<file path="src/logic/or_ptr_defs.vh">
// Purpose: constants for the or / pointer-load decode block
// Assumes: 16-bit instruction words, 8-bit data path
// Notes: definitions only
`ifndef OR_PTR_DEFS_VH
`define OR_PTR_DEFS_VH
`define OPC_OR_LIT_HI 8'h09
`define OPC_OR_FILE_HI 6'h04
`define OPC_PTR_W1_HI 10'h3b8
`define OPC_PTR_W2_HI 8'hf0
`define ACCESS_BANK_SPLIT 8'h80
`define ACCESS_HIGH_BANK 4'hf
`define ACCESS_LOW_BANK 4'h0
`define ACC_RESET 8'h00
`define PTR_RESET 12'h000
`define FLAG_RESET 1'b0
`define WDATA_RESET 8'h00
`define SEL_RESET 2'h0
`define BIT_DEST 9
`define BIT_ACCESS 8
`define NUM_POINTERS 3
`endif

</file>
<file path="src/logic/or_alu.v">
// Purpose: bitwise or with negative and zero flag results
// Assumes: same clock domain, purely combinational
// Notes: shared by both or instructions
`timescale 1ns/1ps
`default_nettype none
module or_alu #(
  parameter W = 8
) (
  input wire [W-1:0] a_i,
  input wire [W-1:0] b_i,
  output wire [W-1:0] y_o,
  output wire neg_o,
  output wire zero_o
);
  assign y_o = a_i | b_i;
  assign neg_o = y_o[W-1];
  assign zero_o = (y_o == {W{1'b0}});
endmodule // or_alu
`default_nettype wire

</file>
<file path="src/logic/or_ptr_decoder.v">
// Purpose: decode/execute literal-or, file-or and two-word pointer load
// Assumes: one instruction word per cycle, data memory read is combinational
// Notes: other opcodes are not executed here; a valid one aborts a waiting pointer load
`timescale 1ns/1ps
`default_nettype none
`include "or_ptr_defs.vh"
module or_ptr_decoder #(
  parameter AW = 12
) (
  input wire core_clk_i,
  input wire reset_i,
  input wire instr_valid_i,
  input wire [15:0] instr_i,
  input wire [3:0] bank_select_register_i,
  input wire [7:0] mem_rdata_i,
  output wire [AW-1:0] mem_addr_o,
  output wire mem_we_o,
  output wire [7:0] mem_wdata_o,
  output wire [7:0] acc_o,
  output wire flag_neg_o,
  output wire flag_zero_o,
  output wire [3:0] pointer_high_half0_o,
  output wire [7:0] pointer_low_half0_o,
  output wire [3:0] pointer_high_half1_o,
  output wire [7:0] pointer_low_half1_o,
  output wire [3:0] pointer_high_half2_o,
  output wire [7:0] pointer_low_half2_o,
  output wire ptr_busy_o
);
  localparam ST_IDLE = 1'b0;
  localparam ST_WORD2 = 1'b1;
  localparam [11:0] PTR_RST = `PTR_RESET;

  // a new instruction starts only while no pointer load is waiting
  function start_hit;
    input valid;
    input busy_in;
    input hit;
    begin
      start_hit = valid && !busy_in && hit;
    end
  endfunction

  // select 3 never gets here: the first-word decode refuses it
  function ptr_pick;
    input [1:0] sel;
    input [1:0] idx;
    begin
      ptr_pick = (sel == idx);
    end
  endfunction

  reg state_r;
  reg state_nxt;
  reg [1:0] sel_r;
  reg [1:0] sel_nxt;
  reg [7:0] acc_r;
  reg [7:0] acc_nxt;
  reg flag_neg_r;
  reg flag_neg_nxt;
  reg flag_zero_r;
  reg flag_zero_nxt;
  reg we_r;
  reg we_nxt;
  reg [7:0] wdata_r;
  reg [7:0] wdata_nxt;
  reg [3:0] ptr_hi0_r;
  reg [3:0] ptr_hi0_nxt;
  reg [7:0] ptr_lo0_r;
  reg [7:0] ptr_lo0_nxt;
  reg [3:0] ptr_hi1_r;
  reg [3:0] ptr_hi1_nxt;
  reg [7:0] ptr_lo1_r;
  reg [7:0] ptr_lo1_nxt;
  reg [3:0] ptr_hi2_r;
  reg [3:0] ptr_hi2_nxt;
  reg [7:0] ptr_lo2_r;
  reg [7:0] ptr_lo2_nxt;
  wire busy;
  wire is_or_lit;
  wire is_or_file;
  wire is_ptr_w1;
  wire is_ptr_w2;
  wire [7:0] operand;
  wire [7:0] or_res;
  wire or_neg;
  wire or_zero;
  reg [3:0] bank;

  assign busy = (state_r == ST_WORD2);
  assign ptr_busy_o = busy;
  // the two or decodes are exclusive by their upper bits
  assign is_or_lit = start_hit(instr_valid_i, busy,
    instr_i[15:8] == `OPC_OR_LIT_HI);
  assign is_or_file = start_hit(instr_valid_i, busy,
    instr_i[15:10] == `OPC_OR_FILE_HI);
  // select value 3 is not a pointer, so it does not decode
  assign is_ptr_w1 = start_hit(instr_valid_i, busy,
    instr_i[15:6] == `OPC_PTR_W1_HI && instr_i[5:4] != 2'h3);
  assign is_ptr_w2 = instr_valid_i && busy && instr_i[15:8] == `OPC_PTR_W2_HI;

  // access bank: low half maps to bank 0, high half to the top bank
  always @* begin
    if (instr_i[`BIT_ACCESS]) begin
      bank = bank_select_register_i;
    end else if (instr_i[7:0] < `ACCESS_BANK_SPLIT) begin
      bank = `ACCESS_LOW_BANK;
    end else begin
      bank = `ACCESS_HIGH_BANK;
    end
  end
  assign mem_addr_o = {bank, instr_i[7:0]};

  assign operand = is_or_lit ? instr_i[7:0] : mem_rdata_i;

  or_alu #(.W(8)) u_alu (
    .a_i(acc_r),
    .b_i(operand),
    .y_o(or_res),
    .neg_o(or_neg),
    .zero_o(or_zero)
  );

  always @* begin
    state_nxt = state_r;
    sel_nxt = sel_r;
    acc_nxt = acc_r;
    flag_neg_nxt = flag_neg_r;
    flag_zero_nxt = flag_zero_r;
    we_nxt = 1'b0;
    wdata_nxt = wdata_r;
    ptr_hi0_nxt = ptr_hi0_r;
    ptr_lo0_nxt = ptr_lo0_r;
    ptr_hi1_nxt = ptr_hi1_r;
    ptr_lo1_nxt = ptr_lo1_r;
    ptr_hi2_nxt = ptr_hi2_r;
    ptr_lo2_nxt = ptr_lo2_r;
    if (is_or_lit || is_or_file) begin
      flag_neg_nxt = or_neg;
      flag_zero_nxt = or_zero;
    end
    if (is_or_lit) begin
      acc_nxt = or_res;
    end
    if (is_or_file) begin
      if (instr_i[`BIT_DEST]) begin
        we_nxt = 1'b1;
        wdata_nxt = or_res;
      end else begin
        acc_nxt = or_res;
      end
    end
    case (state_r)
      ST_IDLE: begin
        if (is_ptr_w1) begin
          sel_nxt = instr_i[5:4];
          state_nxt = ST_WORD2;
          if (ptr_pick(instr_i[5:4], 2'h0)) begin
            ptr_hi0_nxt = instr_i[3:0];
          end
          if (ptr_pick(instr_i[5:4], 2'h1)) begin
            ptr_hi1_nxt = instr_i[3:0];
          end
          if (ptr_pick(instr_i[5:4], 2'h2)) begin
            ptr_hi2_nxt = instr_i[3:0];
          end
        end
      end
      ST_WORD2: begin
        // a bubble does not abort the load; any other valid word does and is dropped
        if (is_ptr_w2) begin
          state_nxt = ST_IDLE;
          if (ptr_pick(sel_r, 2'h0)) begin
            ptr_lo0_nxt = instr_i[7:0];
          end
          if (ptr_pick(sel_r, 2'h1)) begin
            ptr_lo1_nxt = instr_i[7:0];
          end
          if (ptr_pick(sel_r, 2'h2)) begin
            ptr_lo2_nxt = instr_i[7:0];
          end
        end else if (instr_valid_i) begin
          state_nxt = ST_IDLE;
        end
      end
      default: begin
        state_nxt = ST_IDLE;
      end
    endcase
  end

  always @(posedge core_clk_i) begin
    if (reset_i) begin
      state_r <= ST_IDLE;
      sel_r <= `SEL_RESET;
      acc_r <= `ACC_RESET;
      flag_neg_r <= `FLAG_RESET;
      flag_zero_r <= `FLAG_RESET;
      we_r <= 1'b0;
      wdata_r <= `WDATA_RESET;
      ptr_hi0_r <= PTR_RST[11:8];
      ptr_lo0_r <= PTR_RST[7:0];
      ptr_hi1_r <= PTR_RST[11:8];
      ptr_lo1_r <= PTR_RST[7:0];
      ptr_hi2_r <= PTR_RST[11:8];
      ptr_lo2_r <= PTR_RST[7:0];
    end else begin
      state_r <= state_nxt;
      sel_r <= sel_nxt;
      acc_r <= acc_nxt;
      flag_neg_r <= flag_neg_nxt;
      flag_zero_r <= flag_zero_nxt;
      we_r <= we_nxt;
      wdata_r <= wdata_nxt;
      ptr_hi0_r <= ptr_hi0_nxt;
      ptr_lo0_r <= ptr_lo0_nxt;
      ptr_hi1_r <= ptr_hi1_nxt;
      ptr_lo1_r <= ptr_lo1_nxt;
      ptr_hi2_r <= ptr_hi2_nxt;
      ptr_lo2_r <= ptr_lo2_nxt;
    end
  end

  // write-back address is not registered: the memory side must latch mem_addr_o
  assign mem_we_o = we_r;
  assign mem_wdata_o = wdata_r;
  assign acc_o = acc_r;
  assign flag_neg_o = flag_neg_r;
  assign flag_zero_o = flag_zero_r;
  assign pointer_high_half0_o = ptr_hi0_r;
  assign pointer_low_half0_o = ptr_lo0_r;
  assign pointer_high_half1_o = ptr_hi1_r;
  assign pointer_low_half1_o = ptr_lo1_r;
  assign pointer_high_half2_o = ptr_hi2_r;
  assign pointer_low_half2_o = ptr_lo2_r;
endmodule // or_ptr_decoder
`default_nettype wire

</file>
<file path="config.mk">
export PLATFORM = sky130hd
export DESIGN_NAME = or_ptr_decoder
export DESIGN_NICKNAME = d
export VERILOG_FILES = /design/src/logic/or_alu.v /design/src/logic/or_ptr_decoder.v
export VERILOG_INCLUDE_DIRS = /design/src /design/src/logic
export SDC_FILE = /design/constraint.sdc
export NUM_CORES = 1
export LEC_CHECK = 0
export BUFFER_PORTS_ARGS = -buffer_cell sky130_fd_sc_hd__buf_2
export CAP_MARGIN = 30
export CELL_PAD_IN_SITES_DETAIL_PLACEMENT = 1
export CELL_PAD_IN_SITES_GLOBAL_PLACEMENT = 1
export CORE_MARGIN = 4
export CORE_UTILIZATION = 25
export CTS_BUF_LIST = sky130_fd_sc_hd__clkbuf_2 sky130_fd_sc_hd__clkbuf_4 sky130_fd_sc_hd__clkbuf_8
export DETAILED_ROUTE_END_ITERATION = 10
export PLACE_DENSITY_LB_ADDON = 0.1
export SKIP_CTS_REPAIR_TIMING = 1
export SLEW_MARGIN = 20
export SYNTH_ARGS = -nofsm -noshare
export SYNTH_HDL_FRONTEND = slang
export SYNTH_SLANG_ARGS = --single-unit
export TNS_END_PERCENT = 1
</file>
<file path="constraint.sdc">
create_clock -name core_clk_i -period 5.6 [get_ports core_clk_i]
set_input_delay 0 -clock core_clk_i [delete_from_list [all_inputs] [get_ports core_clk_i]]
set_output_delay 0 -clock core_clk_i [all_outputs]
set_load 0.1 [all_outputs]
</file>
==> results of run 1 <==
## stage by stage
step	cell area (um2)	setup WS (ns)	power, W	utilization	hold slack (ns)
6_report	3210	3.34	0.000855	0.345	0.00155
5_1_grt	3210	3.10	0.000893	0.345	0.0236
4_1_cts	3130	3.30	0.000865	0.336	-0.0826
3_5_place_dp	2960	3.19	0.000516	0.317	0.270
3_3_place_gp	2950	3.21	0.000516	0.317	0.262
2_1_floorplan	2410	3.21	0.000491	-	0.140
## worst max-delay path: stages (launching register included)
cell and delay [ns]:
dfxtp_1 0.35, or4b_2 0.68, nor4_2 0.64, nor3_1 0.13
o2111ai_1 0.22, o32ai_1 0.10
## final cells by class
| cell class | count | area (um2) |
|---|---|---|
| clock buffers | 11 | 145 |
| clock inverters | 5 | 30.0 |
| fillers | 1144 | 6110 |
| inverters | 3 | 11.3 |
| multi-input cells | 178 | 1110 |
| flip-flops and latches | 58 | 1160 |
| well taps | 129 | 161 |
| repair buffers | 109 | 591 |
## cell usage in the layout (no fill, tap or decap)
master	instances
o32a_1	1
and4b_1	1
nor4b_1	2
clkinvlp_4	2
nand2b_1	1
dlygate4sd3_1	8
nor4_1	5
nand4_1	5
nor2_1	50
clkbuf_8	10
clkinv_2	3
o32ai_1	1
a211oi_1	6
mux2i_1	36
or4b_4	1
clkbuf_4	1
nand2_1	29
dfxtp_1	58
nor3_1	6
or4_1	2
a311oi_1	6
inv_1	3
buf_4	2
buf_2	99
nand3_1	1
or4b_2	2
nor3_4	1
nor4_2	1
a21oi_1	16
o2111ai_1	1
nor3b_2	2
or3b_2	1
or4b_1	1
## where the power goes
| group | switching (W) | internal [W] |
|---|---|---|
| combinational | 0.0000759 | 0.0000213 |
| sequential | 0.000000325 | 0.000413 |
| clock | 0.000169 | 0.000175 |
## cells by family (layout without fill, tap and decap cells)
group,after synthesis,count (layout)
flops,58,58
buf+inv,27,128
simple gates,111,111
compound gates,31,31
mux,36,36
## flip-flops by register name (all words and copies together), names as in the netlist, 2 cells and up
name	cells
pointer_low_half0_o	8
sel_r	2
pointer_high_half0_o	4
pointer_high_half2_o	4
acc_o	8
pointer_low_half2_o	8
pointer_high_half1_o	4
mem_wdata_o	8
pointer_low_half1_o	8
## path summary, 6_finish.rpt
path	start	slack, ns	cells after the start	to
min	instr_valid_i	0.002	3	ptr_busy_o
max	ptr_busy_o	3.34	5	flag_zero_o
min reg2reg	pointer_low_half0_o[2]	0.49	2	pointer_low_half0_o[2]
max reg2reg	ptr_busy_o	3.34	5	flag_zero_o
## metal layers
layer / track usage / part of all wire
met3: 0.0322 / 0.052
met2: 0.219 / 0.48
met1: 0.178 / 0.46
met5: 0 / 0
met4: 0.0527 / 0.010
==> results.cfg, run 1 <==
[worst_setup_path]
path_class = reg2reg
critPathCaptureType = register
startpoint_type = register
arrival_ns = 2.45
worstPathMaxFanout = 7
cp.required_ns = 5.79

[die]
start_util = 0.259
fp.dieH_um = 106
core_mm2 = 0.00933
die_w_um = 106
io-pin-count = 99
dieArea_mm2 = 0.0113
fp-row-count = 35

[min_path]
hold_class = in2reg

[yosys]
synthTopCellsByArea = dfxtp_1 (48%), mux2i_1 (15%), nor2_1 (7.8%)
yosysTopAreaCell = dfxtp_1
synth_commonest_cells = dfxtp_1 (58), nor2_1 (50), mux2i_1 (36), nand2_1 (29), a21oi_1 (16)
seq_area_frac_synth = 0.481
syn_inst = 263
synthDistinctLibCells = 31
synth_warnings = 0
synthAdderAreaFrac = 0
synth_edf_count = 0
syn_avg_cell_area_um2 = 9.18
syn_nets = 294
synthArstFlopShare = 0
synth_top_family_by_area = simple AND/OR/NAND/NOR gates
synth.most_common_cell = dfxtp_1
synth_top_area_frac = 0.481
synth-simple-area-share = 0.223
synth-compound-area-share = 0.0850
ys_seq_elements = 58
syn-cell-area_mm2 = 0.00241
synth_top_flop_cell = dfxtp_1
synthMuxAreaShare = 0.149
synth_xor_area_frac = 0

[grt]
globalRouteOverflowTotal = 0
grt_max_degree = 60
antenna_found_initial = 0
track_usage = 0.137
grt_pass1_wl_um = 12100
grt_pass1_vias = 2237

[cells_and_area]
area_delta_synth_final_pct = 33.2
nets = 390
diodes = 0
drive_gt1_frac = 0.343
final_cells = 493

[timing]
slew_violations = 0
setup_viol = 0
fin_crit_sh = 0.403
maxSlewHeadroom = 0.434
hold_violations = 0
period_minus_slack_ns = 2.26
fin_skew_ns = 0.00796
max_freq_ghz = 0.443
grt_setup_unrepaired = false
worst_pin_slew_ns = 0.845
tns_ns = 0

[drt]
drtPass1Iterations = 4
wirelength_um = 7910
vias = 2255
via_per_inst = 4.57
drt_iter0_markers = 62
ant_nets = 0
routedWlPerCell_um = 16.0
post-route-drc-count = 0

[clocking]
clock_path_buffers = 2
clock-sinks = 58
root_buffer = clkbuf_8
worstSkewPairLatency_ns = 0.33
path_clk_slew_ns = 0.07
htreeDepth = 3
cts_tree = done
numCtsBuffers = 9

[place]
placed_cells = 469
dpl.hpwl_um = 5710
io_buffers = 98
place_congestion = 0.706

[status]
status = finished, final reports clean

[pwr]
powerDensity_mw_per_mm2 = 266
peakVddDrop_uv = 81.5
p_leak_nw = 1.44

[flow_run]
cap_violations = 0
Power figures use the tool's default switching activity.
==> run 2, diff against run 1 <==
Clock period 5.6 ns to 2.2 ns, I/O delays scaled along.
==> results.cfg, run 2 (synthesis results as in run 1) <==
[clocking]
htreeDepth = 3
path_clk_slew_ns = 0.07
worstSkewPairLatency_ns = 0.34
numCtsBuffers = 9
clock_path_buffers = 2
root_buffer = clkbuf_8
clock-sinks = 58
cts_tree = done

[die]
start_util = 0.259
fp-row-count = 35
core_mm2 = 0.00933
dieArea_mm2 = 0.0113
die_w_um = 106
io-pin-count = 99
fp.dieH_um = 106

[cells_and_area]
area_delta_synth_final_pct = 37.6
diodes = 0
nFillCells = 1117
drive_gt1_frac = 0.358
mostFrequentLayoutCell = buf_2
most-common-layout-cells = buf_2 (98), dfxtp_1 (57), nor2_1 (50)
nets = 398

[drt]
drtPass1Iterations = 4
post-route-drc-count = 0
ant_nets = 0
vias = 2278
routedWlPerCell_um = 15.7
wirelength_um = 7880
drt_iter0_markers = 44
via_per_inst = 4.55

[worst_setup_path]
crit_path_top_delay_cell = or4b_2
crit_buf_inv = 1
worstPathMaxFanout = 7
arrival_ns = 2.15
path_cells = or4b_2 -> nor4_2 -> buf_4 -> nor3_1 -> o2111ai_1 -> o32ai_1
startpoint_type = register
path_class = reg2reg
cp.required_ns = 2.40
critPathCaptureType = register
cp_top_family = simple AND/OR/NAND/NOR gates
max_stage_delay_ns = 0.67

[pwr]
clkPwrFrac = 0.435
power_switching_share = 0.280
intPower_w = 0.00166
switching_power_w = 0.000648
p_leak_nw = 1.50
peakVddDrop_uv = 247
powerDensity_mw_per_mm2 = 695
seq_power_share = 0.455
pwr-share-comb = 0.109

[status]
status = finished, final reports clean

[timing]
period_minus_slack_ns = 1.94
slew_violations = 0
holdWs_ns = 0.00352
maxSlewHeadroom = 0.580
hold_violations = 0
fin_skew_ns = 0.00632
setup_viol = 0
worst_pin_slew_ns = 0.630
max_freq_ghz = 0.515
tns_ns = 0
fin_crit_sh = 0.883
grt_setup_unrepaired = false

[min_path]
hold_class = in2reg

[grt]
grt_pass1_wl_um = 12800
grt_pass1_vias = 2447
antenna_found_initial = 0
grt_max_degree = 31
globalRouteOverflowTotal = 0
track_usage = 0.146

[place]
io_buffers = 98
dpl.hpwl_um = 5800
place_congestion = 0.709

[flow_run]
cap_violations = 0
[run 2: per-stage QoR]
step	power (W)	utilization	setup slack (ns)	instance area, um2	std cells
2_1_floorplan	0.00125	-	0.0582	2410	263
5_1_grt	0.00242	0.356	0.0545	3320	501
3_3_place_gp	0.00132	0.325	0.257	3030	476
3_5_place_dp	0.00132	0.325	0.230	3030	476
6_report	0.00231	0.356	0.258	3320	501
4_1_cts	0.00234	0.346	0.245	3230	492
[run 2: final timing paths]
check	from	end	slack [ns]	depth (start not counted)
worst max-delay path	ptr_busy_o	flag_zero_o	0.26	6
worst min-delay path	instr_i[6]	pointer_low_half2_o[6]	0.004	3
worst min register to register	pointer_low_half0_o[4]	pointer_low_half0_o[4]	0.49	2
worst max register to register	ptr_busy_o	flag_zero_o	0.26	6
[run 2: power groups by stage]
stage	Clock, W	Sequential (W)	Combinational, W
CTS	0.00105	0.00105	0.000244
global route	0.00110	0.00105	0.000270
global placement	0	0.00108	0.000242
finish	0.00101	0.00105	0.000253
detailed placement	0	0.00108	0.000244
floorplan	0	0.00109	0.000164
[run 2: cell type report]
cell class                      count  area, um2  share of cell area
Clock buffer                       10        138              0.0414
Clock inverter                      6       66.3              0.0200
Inverter                            3       11.3             0.00339
Multi-Input combinational cell    178       1110               0.336
Sequential cell                    58       1160               0.350
Tap cell                          129        161              0.0486
Timing Repair Buffer              117        668               0.201
[run 2: worst register-to-register path: stages, from the launching register on]
cell and delay (ns):
dfxtp_2 0.35, or4b_2 0.67, nor4_2 0.25, buf_4 0.19
nor3_1 0.07, o2111ai_1 0.18, o32ai_1 0.10
[run 2: per-layer routing]
layer	wire (um)	GRT usage	part of all wire
met3	413	0.0492	0.052
met5	0	0	0
met4	37	0.0453	0.0047
met1	3740	0.184	0.47
met2	3690	0.234	0.47
==> run 3, diff against run 2 <==
Settings changed: ABC_AREA from default to 1.
==> results.cfg, run 3 <==
[place]
place_congestion = 0.830
place_area_mm2 = 0.00313
dpl.hpwl_um = 6380
io_buffers = 98

[cells_and_area]
diodes = 0
drive_gt1_frac = 0.299
most-common-layout-cells = buf_2 (98), nand2_1 (74), dfxtp_1 (58)
fin_area_mm2 = 0.00337
nets = 481
area_delta_synth_final_pct = 30.8
nFillCells = 1287
mostFrequentLayoutCell = buf_2

[drt]
routedWlPerCell_um = 14.5
wirelength_um = 8500
vias = 2579
ant_nets = 0
via_per_inst = 4.39
drt_iter0_markers = 119
drtPass1Iterations = 4
post-route-drc-count = 0

[timing]
holdWs_ns = -0.00503
slew_violations = 0
hold_violations = 4
fin_skew_ns = 0.00900
worst_pin_slew_ns = 0.537
fin_crit_sh = 0.779
max_freq_ghz = 0.584
grt_setup_unrepaired = false
maxSlewHeadroom = 0.641
tns_ns = 0
setup_viol = 0
period_minus_slack_ns = 1.71

[yosys]
synth_warnings = 0
synth_edf_count = 0
seq_area_frac_synth = 0.451
syn-cell-area_mm2 = 0.00258
ys_seq_elements = 58
synth_commonest_cells = nand2_1 (74), dfxtp_1 (58), inv_1 (49), a21oi_1 (46), o21ai_0 (36)
synth.most_common_cell = nand2_1
yosysTopAreaCell = dfxtp_1
synthDistinctLibCells = 23
syn_avg_cell_area_um2 = 7.26
synthArstFlopShare = 0
synth_top_flop_cell = dfxtp_1
syn_nets = 386
syn_inst = 355
synth_top_area_frac = 0.451
synthTopCellsByArea = dfxtp_1 (45%), nand2_1 (11%), a21oi_1 (8.9%)

[die]
io-pin-count = 99
dieArea_mm2 = 0.0120
start_util = 0.260
die_w_um = 110
fp-row-count = 36
core_mm2 = 0.00991
fp.dieH_um = 110

[grt]
track_usage = 0.146
antenna_found_initial = 0
globalRouteOverflowTotal = 0
grt_max_degree = 23
grt_pass1_vias = 2594
grt_pass1_wl_um = 13400

[status]
status = complete, but fails checks
violations = negative hold slack

[clocking]
numCtsBuffers = 9
worstSkewPairLatency_ns = 0.34
path_clk_slew_ns = 0.07
htreeDepth = 3
cts_tree = done
clock-sinks = 58
root_buffer = clkbuf_8
clock_path_buffers = 2

[worst_setup_path]
crit_path_top_delay_cell = dfxtp_1
crit_buf_inv = 0
worstPathMaxFanout = 11
path_class = reg2reg
path_cells = nor2_4 -> nand3_2 -> nor2_2 -> nor2_1 -> nor2_2 -> nand2_1 -> nor2_1 -> nand3_1 -> a21oi_2
critPathCaptureType = register
arrival_ns = 1.99
cp_top_family = simple AND/OR/NAND/NOR gates
max_stage_delay_ns = 0.37
cp.required_ns = 2.48
timing.rr.start = ptr_busy_o
crit_start = ptr_busy_o
startpoint_type = register

[pwr]
p_total_w = 0.00248
powerDensity_mw_per_mm2 = 736
p_leak_nw = 1.59
peakVddDrop_uv = 309

[flow_run]
cap_violations = 0

[min_path]
hold_class = in2reg
min_from = instr_i[7]
==> run 3: changes by cell type in the layout (fill, tap and decap cells not counted), moves of 13 or more <==
cell,previous run,this run
a21oi_1,16,46
inv_1,3,49
mux2i_1,36,0
nand2_1,29,74
nand3_1,1,14
nor2_1,50,27
o21ai_0,0,36
==> run 3: final timing paths <==
kind              cells past startpoint                      end  slack, ns
setup / recovery                      9              flag_zero_o       0.49
hold / removal                        3   pointer_low_half0_o[7]     -0.005
setup reg to reg                      9              flag_zero_o       0.49
hold reg to reg                       2  pointer_high_half1_o[1]       0.44
==> run 3: power by group <==
| group | switching (W) | internal, W |
|---|---|---|
| clock | 0.000453 | 0.000713 |
| combinational | 0.000208 | 0.0000535 |
| sequential | 0.000000644 | 0.00105 |
==> run 3: worst reg2reg max path, stage by stage (launching register included) <==
cell     delay, ns
dfxtp_1       0.37
nor2_4        0.18
nand3_2       0.08
nor2_2        0.36
nor2_1        0.10
nor2_2        0.16
nand2_1       0.08
nor2_1        0.11
nand3_1       0.09
a21oi_2       0.12
==> run 3: layout make-up <==
| class | count | area (um2) | area share |
|---|---|---|---|
| Inverter | 53 | 199 | 0.0590 |
| Clock inverter | 4 | 73.8 | 0.0219 |
| Tap cell | 133 | 166 | 0.0494 |
| Multi-Input combinational cell | 225 | 1080 | 0.320 |
| Clock buffer | 12 | 159 | 0.0472 |
| Timing Repair Buffer | 103 | 531 | 0.157 |
| Sequential cell | 58 | 1160 | 0.345 |
==> run 3: cell families (layout without fill, tap and decap cells) <==
group	count (synthesis)	in the layout	synth area share
AO/OA/AOI/OAI	86	86	0.171
buffers and inverters	72	172	0.130
flip-flops	58	58	0.451
AND/OR/NAND/NOR	139	139	0.248
==> run 3: per-stage QoR <==
step	hold WS (ns)	worst slack (ns)	utilization	std cells
2_1_floorplan	0.0785	0.114	-	355
3_3_place_gp	0.338	0.526	0.316	571
3_5_place_dp	0.349	0.493	0.316	571
4_1_cts	-0.0172	0.456	0.339	587
5_1_grt	0.00831	0.248	0.340	588
6_report	-0.00503	0.487	0.340	588
==> run 3: layer usage <==
metal | part of all wire | vias up | GRT usage | routed length [um]
li1 | - | 1318 | - | -
met1 | 0.47 | 1183 | 0.188 | 4010
met2 | 0.46 | 66 | 0.239 | 3910
met3 | 0.056 | 12 | 0.0358 | 478
met4 | 0.012 | 0 | 0.0516 | 103
met5 | 0 | - | 0 | 0
